==> src/logic/rif_pkg.sv <==
/*
  Shared constants and carrier types of the interrupt request flag controller.
  Assumes a 32-bit APB slave with word-aligned registers and same-clock event sources.
*/
package rif_pkg;

  // Register indexes; byte address is four times the index
  localparam logic [5:0] IDX_REQ_A   = 6'h06;
  localparam logic [5:0] IDX_REQ_B   = 6'h07;
  localparam logic [5:0] IDX_EN_A    = 6'h08;
  localparam logic [5:0] IDX_EN_B    = 6'h09;
  localparam logic [5:0] IDX_FIFO_WL = 6'h0c;

  // Field positions
  localparam int SET_SEL_BIT    = 7;
  localparam int HIGH_LEVEL_BIT = 6;
  localparam int LOW_LEVEL_BIT  = 5;
  localparam int CMD_DONE_BIT   = 4;
  localparam int TX_DONE_BIT    = 3;
  localparam int RX_DONE_BIT    = 2;
  localparam int ERROR_BIT      = 1;
  localparam int FRAME_BIT      = 0;
  localparam int COMBINED_BIT   = 6;
  localparam int CARD_BIT       = 5;
  localparam int INVERT_BIT     = 7;
  localparam int GATE_BIT       = 6;
  localparam int DRIVE_BIT      = 7;
  localparam int CAP_SEL_BIT    = 9;
  localparam int HIGH_LIVE_BIT  = 10;
  localparam int LOW_LIVE_BIT   = 11;

  // FIFO capacities: select one gives the small FIFO
  localparam logic [9:0] CAP_SMALL = 10'h0ff;
  localparam logic [9:0] CAP_LARGE = 10'h200;

  // Command field code of the idle command
  localparam logic [3:0] CMD_IDLE = 4'h0;

  // Events from same-clock sources
  typedef struct packed {
    logic       txDone;        // Last bit sent, pulse
    logic       rxEnd;         // End of incoming stream, pulse
    logic       frameStart;    // Start-of-frame or subcarrier seen, pulse
    logic       cardFound;     // Card detection found a card, pulse
    logic [4:0] timerUnder;    // Timer 4..0 underflow, pulses
    logic [4:0] errBits;       // Write, overflow, protocol, no-data, integrity errors, levels
    logic       cmdUnknown;    // Unknown command code started, pulse
    logic       hostIdleWrite; // Host wrote the idle command this cycle, pulse
    logic [3:0] cmdField;      // Current command field
    logic [9:0] fifoByteCount; // Current FIFO byte count
  } rif_evt_t;

  // Whole state of the controller
  typedef struct packed {
    logic [6:0]  reqA;
    logic [5:0]  reqB;
    logic        combined;
    logic [7:0]  enA;
    logic [7:0]  enB;
    logic [8:0]  waterLevel;
    logic        capSel;
    logic        hiPrev;
    logic        loPrev;
    logic [4:0]  errPrev;
    logic [3:0]  cmdPrev;
    logic [31:0] rdata;
    logic        ready;
    logic        slvErr;
    logic        irqOut;
    logic        irqOe;
  } rif_state_t;

  localparam rif_state_t STATE_RESET = '0;

endpackage

==> src/logic/rif_flag_ctrl.sv <==
/*
  Interrupt request flag controller: two request registers with set/clear
  selection, two enable registers, a combined request and the interrupt pin.
  Assumes an APB master on clk and event sources clocked by clk.
*/
// The APB interface to the registers is this design's own decision.
module rif_flag_ctrl #(
  parameter int ADDR_W = 8
) (
  // Clock and reset
  input  wire logic             clk,
  input  wire logic             reset_n,
  // APB slave
  input  wire logic             psel,
  input  wire logic             penable,
  input  wire logic             pwrite,
  input  wire logic [ADDR_W-1:0] paddr,
  input  wire logic [31:0]      pwdata,
  output logic      [31:0]      prdata,
  output logic                  pready,
  output logic                  pslverr,
  // Event sources
  input  rif_pkg::rif_evt_t     evtIn,
  // Interrupt pin
  output logic                  irqOut,
  output logic                  irqOe
);

  if (ADDR_W < 8 || ADDR_W > 32) begin : g_check
    $error("ADDR_W must lie between 8 and 32");
  end

  rif_pkg::rif_state_t st_reg;
  rif_pkg::rif_state_t st_next;

  logic        setupPh;
  logic        accessPh;
  logic        wrReqA;
  logic        wrReqB;
  logic [6:0]  setA;
  logic [6:0]  clrA;
  logic [5:0]  setB;
  logic [5:0]  clrB;
  logic [6:0]  hwA;
  logic [5:0]  hwB;
  logic [9:0]  capacity;
  logic [9:0]  count;
  logic [9:0]  level;
  logic        hiLive;
  logic        loLive;
  logic        cmdDoneEvt;
  logic        pinReq;
  logic        pinLevel;

  function automatic logic hit(input logic [ADDR_W-1:0] a, input logic [5:0] idx);
    hit = (a == ADDR_W'({idx, 2'b00}));
  endfunction

  function automatic logic [31:0] readMux(input logic [ADDR_W-1:0] a,
                                          input rif_pkg::rif_state_t s,
                                          input logic hi, input logic lo);
    readMux = 32'h0000_0000;
    if (hit(a, rif_pkg::IDX_REQ_A)) begin
      readMux[6:0] = s.reqA;
    end else if (hit(a, rif_pkg::IDX_REQ_B)) begin
      readMux[6:0] = {s.combined, s.reqB};
    end else if (hit(a, rif_pkg::IDX_EN_A)) begin
      readMux[7:0] = s.enA;
    end else if (hit(a, rif_pkg::IDX_EN_B)) begin
      readMux[7:0] = s.enB;
    end else if (hit(a, rif_pkg::IDX_FIFO_WL)) begin
      readMux[8:0] = s.waterLevel;
      readMux[rif_pkg::CAP_SEL_BIT]   = s.capSel;
      readMux[rif_pkg::HIGH_LIVE_BIT] = hi;
      readMux[rif_pkg::LOW_LIVE_BIT]  = lo;
    end
  endfunction

  function automatic logic mapped(input logic [ADDR_W-1:0] a);
    mapped = hit(a, rif_pkg::IDX_REQ_A) | hit(a, rif_pkg::IDX_REQ_B) |
             hit(a, rif_pkg::IDX_EN_A) | hit(a, rif_pkg::IDX_EN_B) |
             hit(a, rif_pkg::IDX_FIFO_WL);
  endfunction

  always_comb begin
    st_next  = st_reg;
    setupPh  = psel & ~penable;
    accessPh = psel & penable & st_reg.ready;
    wrReqA   = accessPh & pwrite & hit(paddr, rif_pkg::IDX_REQ_A);
    wrReqB   = accessPh & pwrite & hit(paddr, rif_pkg::IDX_REQ_B);

    // Small FIFO ignores the extension bits of count and level
    capacity = st_reg.capSel ? rif_pkg::CAP_SMALL : rif_pkg::CAP_LARGE;
    count    = st_reg.capSel ? {2'b00, evtIn.fifoByteCount[7:0]} : evtIn.fifoByteCount;
    level    = st_reg.capSel ? {2'b00, st_reg.waterLevel[7:0]} : {1'b0, st_reg.waterLevel};
    hiLive   = (capacity - count) <= level;
    loLive   = count <= level;

    // Host writing idle is not a self-termination
    cmdDoneEvt = ((st_reg.cmdPrev != rif_pkg::CMD_IDLE) &&
                  (evtIn.cmdField == rif_pkg::CMD_IDLE) &&
                  !evtIn.hostIdleWrite) ||
                 evtIn.cmdUnknown;

    hwA = '0;
    hwA[rif_pkg::HIGH_LEVEL_BIT] = hiLive & ~st_reg.hiPrev;
    hwA[rif_pkg::LOW_LEVEL_BIT]  = loLive & ~st_reg.loPrev;
    hwA[rif_pkg::CMD_DONE_BIT]   = cmdDoneEvt;
    hwA[rif_pkg::TX_DONE_BIT]    = evtIn.txDone;
    hwA[rif_pkg::RX_DONE_BIT]    = evtIn.rxEnd;
    hwA[rif_pkg::ERROR_BIT]      = |(evtIn.errBits & ~st_reg.errPrev);
    hwA[rif_pkg::FRAME_BIT]      = evtIn.frameStart;
    hwB = {evtIn.cardFound, evtIn.timerUnder};

    // Written ones set or clear depending on the select bit
    setA = (wrReqA &  pwdata[rif_pkg::SET_SEL_BIT]) ? pwdata[6:0] : 7'h00;
    clrA = (wrReqA & ~pwdata[rif_pkg::SET_SEL_BIT]) ? pwdata[6:0] : 7'h00;
    setB = (wrReqB &  pwdata[rif_pkg::SET_SEL_BIT]) ? pwdata[5:0] : 6'h00;
    clrB = (wrReqB & ~pwdata[rif_pkg::SET_SEL_BIT]) ? pwdata[5:0] : 6'h00;

    // Hardware set wins over a clear in the same cycle
    st_next.reqA = (st_reg.reqA & ~clrA) | setA | hwA;
    st_next.reqB = (st_reg.reqB & ~clrB) | setB | hwB;

    st_next.hiPrev  = hiLive;
    st_next.loPrev  = loLive;
    st_next.errPrev = evtIn.errBits;
    st_next.cmdPrev = evtIn.cmdField;

    if (accessPh & pwrite & hit(paddr, rif_pkg::IDX_EN_A)) begin
      st_next.enA = pwdata[7:0];
    end
    if (accessPh & pwrite & hit(paddr, rif_pkg::IDX_EN_B)) begin
      st_next.enB = pwdata[7:0];
    end
    if (accessPh & pwrite & hit(paddr, rif_pkg::IDX_FIFO_WL)) begin
      st_next.waterLevel = pwdata[8:0];
      st_next.capSel     = pwdata[rif_pkg::CAP_SEL_BIT];
    end

    st_next.combined = |(st_next.reqA & st_next.enA[6:0]) |
                       |(st_next.reqB & st_next.enB[5:0]);

    pinReq   = st_next.combined & st_next.enB[rif_pkg::GATE_BIT];
    pinLevel = pinReq ^ st_next.enA[rif_pkg::INVERT_BIT];
    st_next.irqOut = pinLevel;
    st_next.irqOe  = st_next.enB[rif_pkg::DRIVE_BIT] | pinReq;

    // No wait state: answer prepared in setup, presented in the first access cycle
    st_next.ready  = setupPh;
    st_next.slvErr = setupPh & ~mapped(paddr);
    st_next.rdata  = (setupPh & ~pwrite) ? readMux(paddr, st_reg, hiLive, loLive) : 32'h0;
  end

  always_ff @(posedge clk or negedge reset_n) begin
    if (!reset_n) begin
      st_reg <= rif_pkg::STATE_RESET;
    end else begin
      st_reg <= st_next;
    end
  end

  assign prdata  = st_reg.rdata;
  assign pready  = st_reg.ready;
  assign pslverr = st_reg.slvErr;
  assign irqOut  = st_reg.irqOut;
  assign irqOe   = st_reg.irqOe;
endmodule // rif_flag_ctrl

==> config.mk <==
export PLATFORM = sky130hd
export DESIGN_NAME = rif_flag_ctrl
export DESIGN_NICKNAME = d
export VERILOG_FILES = /design/src/logic/rif_pkg.sv /design/src/logic/rif_flag_ctrl.sv
export SDC_FILE = /design/constraint.sdc
export NUM_CORES = 1
export LEC_CHECK = 0
export BUFFER_PORTS_ARGS = -buffer_cell sky130_fd_sc_hd__buf_4
export CAP_MARGIN = 5
export CORE_MARGIN = 2
export CORE_UTILIZATION = 45
export DETAILED_ROUTE_END_ITERATION = 6
export PLACE_DENSITY = 0.74
export SLEW_MARGIN = 20
export SYNTH_ARGS = -nofsm -noshare
export SYNTH_HDL_FRONTEND = slang
export SYNTH_SLANG_ARGS = --single-unit
==> constraint.sdc <==
create_clock -name clk -period 5.05 [get_ports clk]
set_clock_uncertainty 0.15 [all_clocks]
set_input_delay 0.505 -clock clk [delete_from_list [all_inputs] [get_ports clk]]
set_output_delay 0.505 -clock clk [all_outputs]
set_load 0.03 [all_outputs]
==> results of run 1 <==
logic make-up after synthesis:
family | Yosys count
other | 1
DFF | 67
muxes | 42
AOI/OAI and AO/OA | 79
adders and majority gates | 28
and+or+nand+nor | 110
xor gates and xnor gates | 7
buffers and inverters | 78
placed cells by master, fill, tap and decap left out, types with 3 or more instances in the layout:
cell / netlist / routed
mux2_1: 6 / 6
nand2_1: 9 / 9
clkbuf_8: 0 / 9
nor3_1: 3 / 3
nor2b_1: 14 / 14
mux2_2: 18 / 18
nor4_1: 6 / 6
ha_1: 27 / 27
o21ai_0: 4 / 4
nand3_1: 14 / 14
o211a_1: 6 / 6
xnor2_1: 7 / 7
mux2i_1: 18 / 18
a21boi_0: 3 / 3
nor2_1: 37 / 37
conb_1: 1 / 20
a22o_1: 3 / 3
o211ai_1: 4 / 4
a21o_1: 8 / 8
buf_4: 32 / 68
inv_1: 35 / 35
dfrtp_1: 67 / 67
o22ai_1: 8 / 8
a21oi_1: 20 / 20
nand2b_1: 5 / 5
nand4_1: 7 / 7
bufinv_16: 0 / 3
a31oi_1: 4 / 4
where the power goes:
| part | internal, mW | total, mW | switching [mW] |
|---|---|---|---|
| registers | 0.543 | 0.545 | 0.00230 |
| clock network | 0.327 | 0.537 | 0.210 |
| logic | 0.0571 | 0.148 | 0.0904 |
worst min path at each step:
stage                       endpoint  slack, ns  cells after the start
after floorplan                irqOe       0.06                      0
after global placement    st_reg[85]       0.32                      1
after detailed placement  st_reg[85]       0.32                      1
after CTS                 st_reg[44]       0.11                      1
after global routing      st_reg[37]       0.10                      1
final                     st_reg[79]        0.1                      1
layer usage:
metal,track usage (%),up-vias,wire length (um)
met3,4.248,8,493
met1,25.25,1488,4099
met4,4.426,0,74
met2,30.67,110,4327
li1,-,1515,-
met5,0,-,0
per-stage QoR:
| step | total power, mW | area [um^2] |
|---|---|---|
| 6_report | 1.230 | 4796 |
| 5_1_grt | 1.282 | 4796 |
| 4_1_cts | 1.239 | 4796 |
| 3_5_place_dp | 0.7037 | 4556 |
| 3_3_place_gp | 0.7006 | 4556 |
| 2_1_floorplan | 0.6491 | 4209 |
cell type report:
type                    instances  area share, %
multi-input cells             286          43.83
flip-flops and latches         67          34.96
repair buffers                 68          10.64
well taps                     108          2.818
inverters                      35          2.739
clock buffers                   9          2.583
clock inverters                 7          2.426
==> flow_summary.yaml, run 1 <==
cells_and_area:
  fin_nets: 570
  fill_cells: 768
  utilization_pct: 54.46
  antennaDiodeCount: 0
  largest_register_ffs: 51
  regArea_mm2: 0.001677
  multi_input_area_mm2: 0.002102
  layout-drive-gt1-share_pct: 22.88
  layoutNonFillerInstCount: 580
  syn_to_final_growth_pct: 15.91
critical_path:
  worstPathCellList: "inv_1 -> ha_1 -> fa_1 -> nor2b_1 -> o21ai_0 -> a21boi_0 -> o21a_1 -> nor2_1 -> o21bai_1 -> a21oi_1 -> xnor2_1 -> ha_1 -> a21oi_1 -> o211ai_1 -> o21ai_0 -> nand4b_1 -> a21oi_1 -> o21ai_2 -> xnor2_1"
  path_max_fanout: 12
  regToRegStartpoint: "st_reg[47]"
  cp_num_buf_inv: 1
  crit_top_cell: "a21oi_1"
  endpoint: "irqOut"
  reg2reg_depth: 19
  crit_required_ns: 5.13
  critPathLaunch: "st_reg[47]"
  worstPathArrival_ns: 4.41
  critPathKind: "flop to flop"
  path_depth: 19
  critPathMaxStageDelay_ns: 0.61
  crit_family: "compound AO/OA/AOI/OAI gates"
  r2r_slack_ns: 0.73
  cp-end-kind: "flop"
  cp-start-kind: "flop"
  reg2reg_to: "irqOut"
  critPathSlowestCell: "dfrtp_1"
cts:
  clkTransAtPathRegs_ns: 0.07
  clockBufferDepth: 2
  clk_latency_ns: 0.34
  cts_resized: 0
  cts_tree: "done"
  cts.sinks: 67
  cts_buffers: 9
  holdBufCountCts: 0
  root_buffer: "clkbuf_8"
  cts_setup_buffers: 0
  htreeDepth: 3
synth:
  ys_async_sr_fraction_pct: 100.0
  synth_compound_area_share_pct: 13.58
  ys.flop_type: "dfrtp_1"
  synthSimpleGateAreaFrac_pct: 14.39
  ys_top_cells_by_area: "dfrtp_1 41%, ha_1 8.2%, buf_4 5.8%"
  seq_area_frac_synth_pct: 40.52
  synth_seq_cells: 67
  synth_area_mm2: 0.004138
  synthXorXnorAreaFrac_pct: 1.482
  synthAdderAreaFrac_pct: 8.648
  syn_inst: 412
  synth_top_area_share_pct: 40.52
  muxShareOfSynthArea_pct: 10.89
  yosysTopAreaCell: "dfrtp_1"
  yosysUniqueCellTypes: 56
  ys_warn_count: 0
  synth_top_family_by_area: "simple AND/OR/NAND/NOR gates"
  yosysMostFrequentCell: "dfrtp_1"
  synth_area_per_cell_um2: 10.04
  synth_edf_count: 0
  yosys-top-cells-count: "67 x dfrtp_1, 37 x nor2_1, 35 x inv_1"
route:
  vias_per_cell: 5.381
  routedWlPerCell_um: 15.51
  wirelength_um: 8994
  drtPass1Iterations: 5
  num_vias: 3121
  route.detailed.drc: 0
  ant_nets: 0
  drtIter0Drc: 199
global_routing:
  antenna_found_initial: 0
  grt_start_max_net_pins: 68
  grt_usage_pct: 18.66
  grt-ovfl-total: 0
  grt_pass1_vias: 2996
  grt_pass1_wl_um: 14530
timing:
  min_period_ns: 4.323
  slew_viol_final: 0
  hold_violations: 0
  timing.hold.ws_ns: 0.09952
  fin_setup_tns_ns: 0
  relSlewSlack_pct: 45.54
  setup_viol: 0
  tightest_slew_ns: 0.8170
  fin_crit_sh_pct: 85.61
  max_clock_freq_ghz: 0.2313
  rsz0062_at_grt: "no"
  fin_ws_ns: 0.7268
power_and_ir_drop:
  peakVddDrop_uv: 213.2
  p_leak_nw: 2.398
  powerDensity_mw_per_mm2: 256.4
die:
  coreArea_mm2: 0.008806
  io_pins: 111
  die_y_um: 99.89
  dieWidth_um: 99.89
  rows: 34
  start_util_pct: 46.99
  die_area_mm2: 0.009978
place:
  dpl_worst_slack_ns: 0.7512
  dpl.hpwl_um: 6653
  gp_congestion: 0.8359
  portBuffers: 68
  dp_cells: 564
job:
  maxCapViolCount: 0
min_path:
  hp-class: "input pin to async pin"
run_status:
  status: "finished clean"
Note: power is estimated with default switching activity, not from simulation.
==> inputs of run 2 (changes only) <==
--- a/config.mk
+++ b/config.mk
@@ -5,12 +5,14 @@
 export SDC_FILE = /design/constraint.sdc
 export NUM_CORES = 1
 export LEC_CHECK = 0
+export ABC_AREA = 1
 export BUFFER_PORTS_ARGS = -buffer_cell sky130_fd_sc_hd__buf_4
 export CAP_MARGIN = 5
+export CORE_ASPECT_RATIO = 1.75
 export CORE_MARGIN = 2
-export CORE_UTILIZATION = 45
+export CORE_UTILIZATION = 43
 export DETAILED_ROUTE_END_ITERATION = 6
-export PLACE_DENSITY = 0.74
+export PLACE_DENSITY = 0.71
 export SLEW_MARGIN = 20
 export SYNTH_ARGS = -nofsm -noshare
 export SYNTH_HDL_FRONTEND = slang
==> run 2 against run 1 <==
  * Critical path depth grew 2
  * Power grew 4.4%
  * Wire length grew 7.5%
  * Critical endpoint unchanged
==> flow_summary.yaml, run 2 <==
power_and_ir_drop:
  powerDensity_mw_per_mm2: 260.8
  p_leak_nw: 2.550
  power_frac_comb_pct: 12.6
  switching_share_pct: 26.12
  p_seq_share_pct: 42.6
  peakVddDrop_uv: 217.6
  power.total_mw: 1.285
  p_switching_mw: 0.3355
  pwr-share-clk_pct: 44.7
  internal_power_mw: 0.9491
global_routing:
  grt-ovfl-total: 0
  antenna_found_initial: 0
  grt_usage_pct: 19.40
  grt_pass1_vias: 3438
  grt_pass1_wl_um: 15920
  grt_start_max_net_pins: 68
critical_path:
  path_max_fanout: 9
  cp-start-kind: "flop"
  endpoint: "irqOut"
  reg2reg_to: "irqOut"
  reg2reg_depth: 21
  crit_top_cell: "nand2_1"
  crit_required_ns: 5.12
  path_depth: 21
  critPathKind: "flop to flop"
  critPathLaunch: "st_reg[47]"
  critPathSlowestCell: "dfrtp_1"
  regToRegStartpoint: "st_reg[47]"
  crit_family: "adder cells"
  critPathMaxStageDelay_ns: 0.55
  worstPathCellList: "inv_1 -> ha_1 -> fa_1 -> o21ai_0 -> a21oi_1 -> o21bai_1 -> a21o_1 -> a21oi_1 -> xor2_1 -> ha_1 -> and3_1 -> nand2_1 -> nand2_1 -> nand2_1 -> nand4_1 -> nand2_1 -> nand2_1 -> nand3_1 -> o21bai_2 -> nand2_1 -> nand2_1"
  cp_num_buf_inv: 1
  cp-end-kind: "flop"
  worstPathArrival_ns: 4.12
  r2r_slack_ns: 1.00
synth:
  synth_compound_area_share_pct: 11.09
  synth_edf_count: 0
  yosysUniqueCellTypes: 39
  yosysTopAreaCell: "dfrtp_1"
  ys_async_sr_fraction_pct: 100.0
  synthXorXnorAreaFrac_pct: 1.453
  synthSimpleGateAreaFrac_pct: 25.15
  synth_top_area_share_pct: 39.74
  ys_top_cells_by_area: "dfrtp_1 40%, nand2_1 12%, ha_1 8.0%"
  synth_area_mm2: 0.004219
  synth_area_per_cell_um2: 7.960
  ys_warn_count: 0
  synth_seq_cells: 67
  yosysMostFrequentCell: "nand2_1"
  yosys-top-cells-count: "131 x nand2_1, 73 x inv_1, 67 x dfrtp_1"
  ys.flop_type: "dfrtp_1"
  synth_top_family_by_area: "simple AND/OR/NAND/NOR gates"
  syn_inst: 530
  seq_area_frac_synth_pct: 39.74
  synthAdderAreaFrac_pct: 8.482
  muxShareOfSynthArea_pct: 0
die:
  rows: 47
  die_area_mm2: 0.01065
  coreArea_mm2: 0.009527
  start_util_pct: 44.29
  die_y_um: 135.0
  dieWidth_um: 78.88
  io_pins: 111
job:
  maxCapViolCount: 0
cells_and_area:
  antennaDiodeCount: 0
  multi_input_area_mm2: 0.002023
  syn_to_final_growth_pct: 16.73
  layout-drive-gt1-share_pct: 17.40
  fill_cells: 909
  final_cell_mix: "131 x nand2_1, 73 x inv_1, 68 x buf_4"
  fin_nets: 690
  final_common_cell: "nand2_1"
  design_area_mm2: 0.004925
  utilization_pct: 51.69
  regArea_mm2: 0.001677
  largest_register_ffs: 51
timing:
  setup_viol: 0
  max_clock_freq_ghz: 0.2472
  slew_viol_final: 0
  fin_setup_tns_ns: 0
  fin_crit_sh_pct: 80.12
  relSlewSlack_pct: 42.63
  rsz0062_at_grt: "no"
  tightest_slew_ns: 0.8606
  min_period_ns: 4.046
  hold_violations: 0
route:
  drtPass1Iterations: 5
  vias_per_cell: 4.971
  wirelength_um: 9673
  ant_nets: 0
  route.detailed.drc: 0
  drtIter0Drc: 190
  routedWlPerCell_um: 13.55
  num_vias: 3549
place:
  dpl.hpwl_um: 7588
  portBuffers: 68
  dpl_cell_area_mm2: 0.004644
  gp_congestion: 0.8569
min_path:
  hp-class: "input pin to async pin"
cts:
  holdBufCountCts: 0
  cts_resized: 0
  cts_tree: "done"
  cts_setup_buffers: 0
  cts.sinks: 67
  clockBufferDepth: 2
  root_buffer: "clkbuf_16"
  clk_latency_ns: 0.33
  cts_buffers: 9
  clkTransAtPathRegs_ns: 0.06
  htreeDepth: 3
run_status:
  status: "finished clean"
## run 2: cell count changes after synthesis, moves of 18 or more
| cell | previous run | this run |
|---|---|---|
| mux2_2 | 18 | 0 |
| nand2_1 | 9 | 131 |
| o21ai_0 | 4 | 46 |
| mux2i_1 | 18 | 0 |
| inv_1 | 35 | 73 |
## run 2: how the worst min path moves through the flow
stage                 endpoint  cells after the start  slack (ns)
floorplan                irqOe                      0        0.06
global placement    st_reg[82]                      2        0.33
detailed placement  st_reg[83]                      2        0.34
CTS                 st_reg[38]                      1        0.13
global route        st_reg[42]                      1        0.13
finish               prdata[2]                      1        0.11
## run 2: kinds of logic (layout without fill, tap and decap cells)
logic type	count (synthesis)	in the layout
XOR/XNOR	7	7
adder cells (fa/ha/maj)	28	28
AND/OR/NAND/NOR	224	224
flip-flops	67	67
other	1	20
AO/OA/AOI/OAI	87	87
buffers and inverters	116	159
## run 2: final cells by class
| cell class | count | area share, % |
|---|---|---|
| Multi-Input combinational cell | 366 | 41.08 |
| Sequential cell | 67 | 34.04 |
| Timing Repair Buffer | 68 | 10.37 |
| Inverter | 75 | 5.716 |
| Clock buffer | 10 | 4.853 |
| Tap cell | 122 | 3.100 |
| Clock inverter | 6 | 0.8384 |
## run 2: layer usage
layer	part of all wire, %	track usage, %	vias to the layer above	wire length (um)
met4	3.8	11.40	0	370
met1	37	20.74	1627	3615
met3	4.1	3.409	20	396
met5	0	0	-	0
met2	55	35.09	109	5291
li1	-	-	1793	-
## run 2: power by group through the flow
stage / sequential, mW / clock, mW / combinational (mW)
after floorplan: 0.558 / 0 / 0.102
after global placement: 0.557 / 0 / 0.158
after detailed placement: 0.557 / 0 / 0.163
after CTS: 0.548 / 0.588 / 0.164
after global routing: 0.548 / 0.611 / 0.185
final: 0.548 / 0.575 / 0.162
## run 2: metrics by stage
| step | setup slack, ns | hold WS (ns) | cells |
|---|---|---|---|
| after floorplan | 1.603 | 0.05941 | 549 |
| after global placement | 1.087 | 0.3302 | 698 |
| after detailed placement | 0.9923 | 0.3400 | 698 |
| after CTS | 0.9713 | 0.1254 | 714 |
| after global routing | 0.6066 | 0.1271 | 714 |
| final | 1.004 | 0.1149 | 714 |
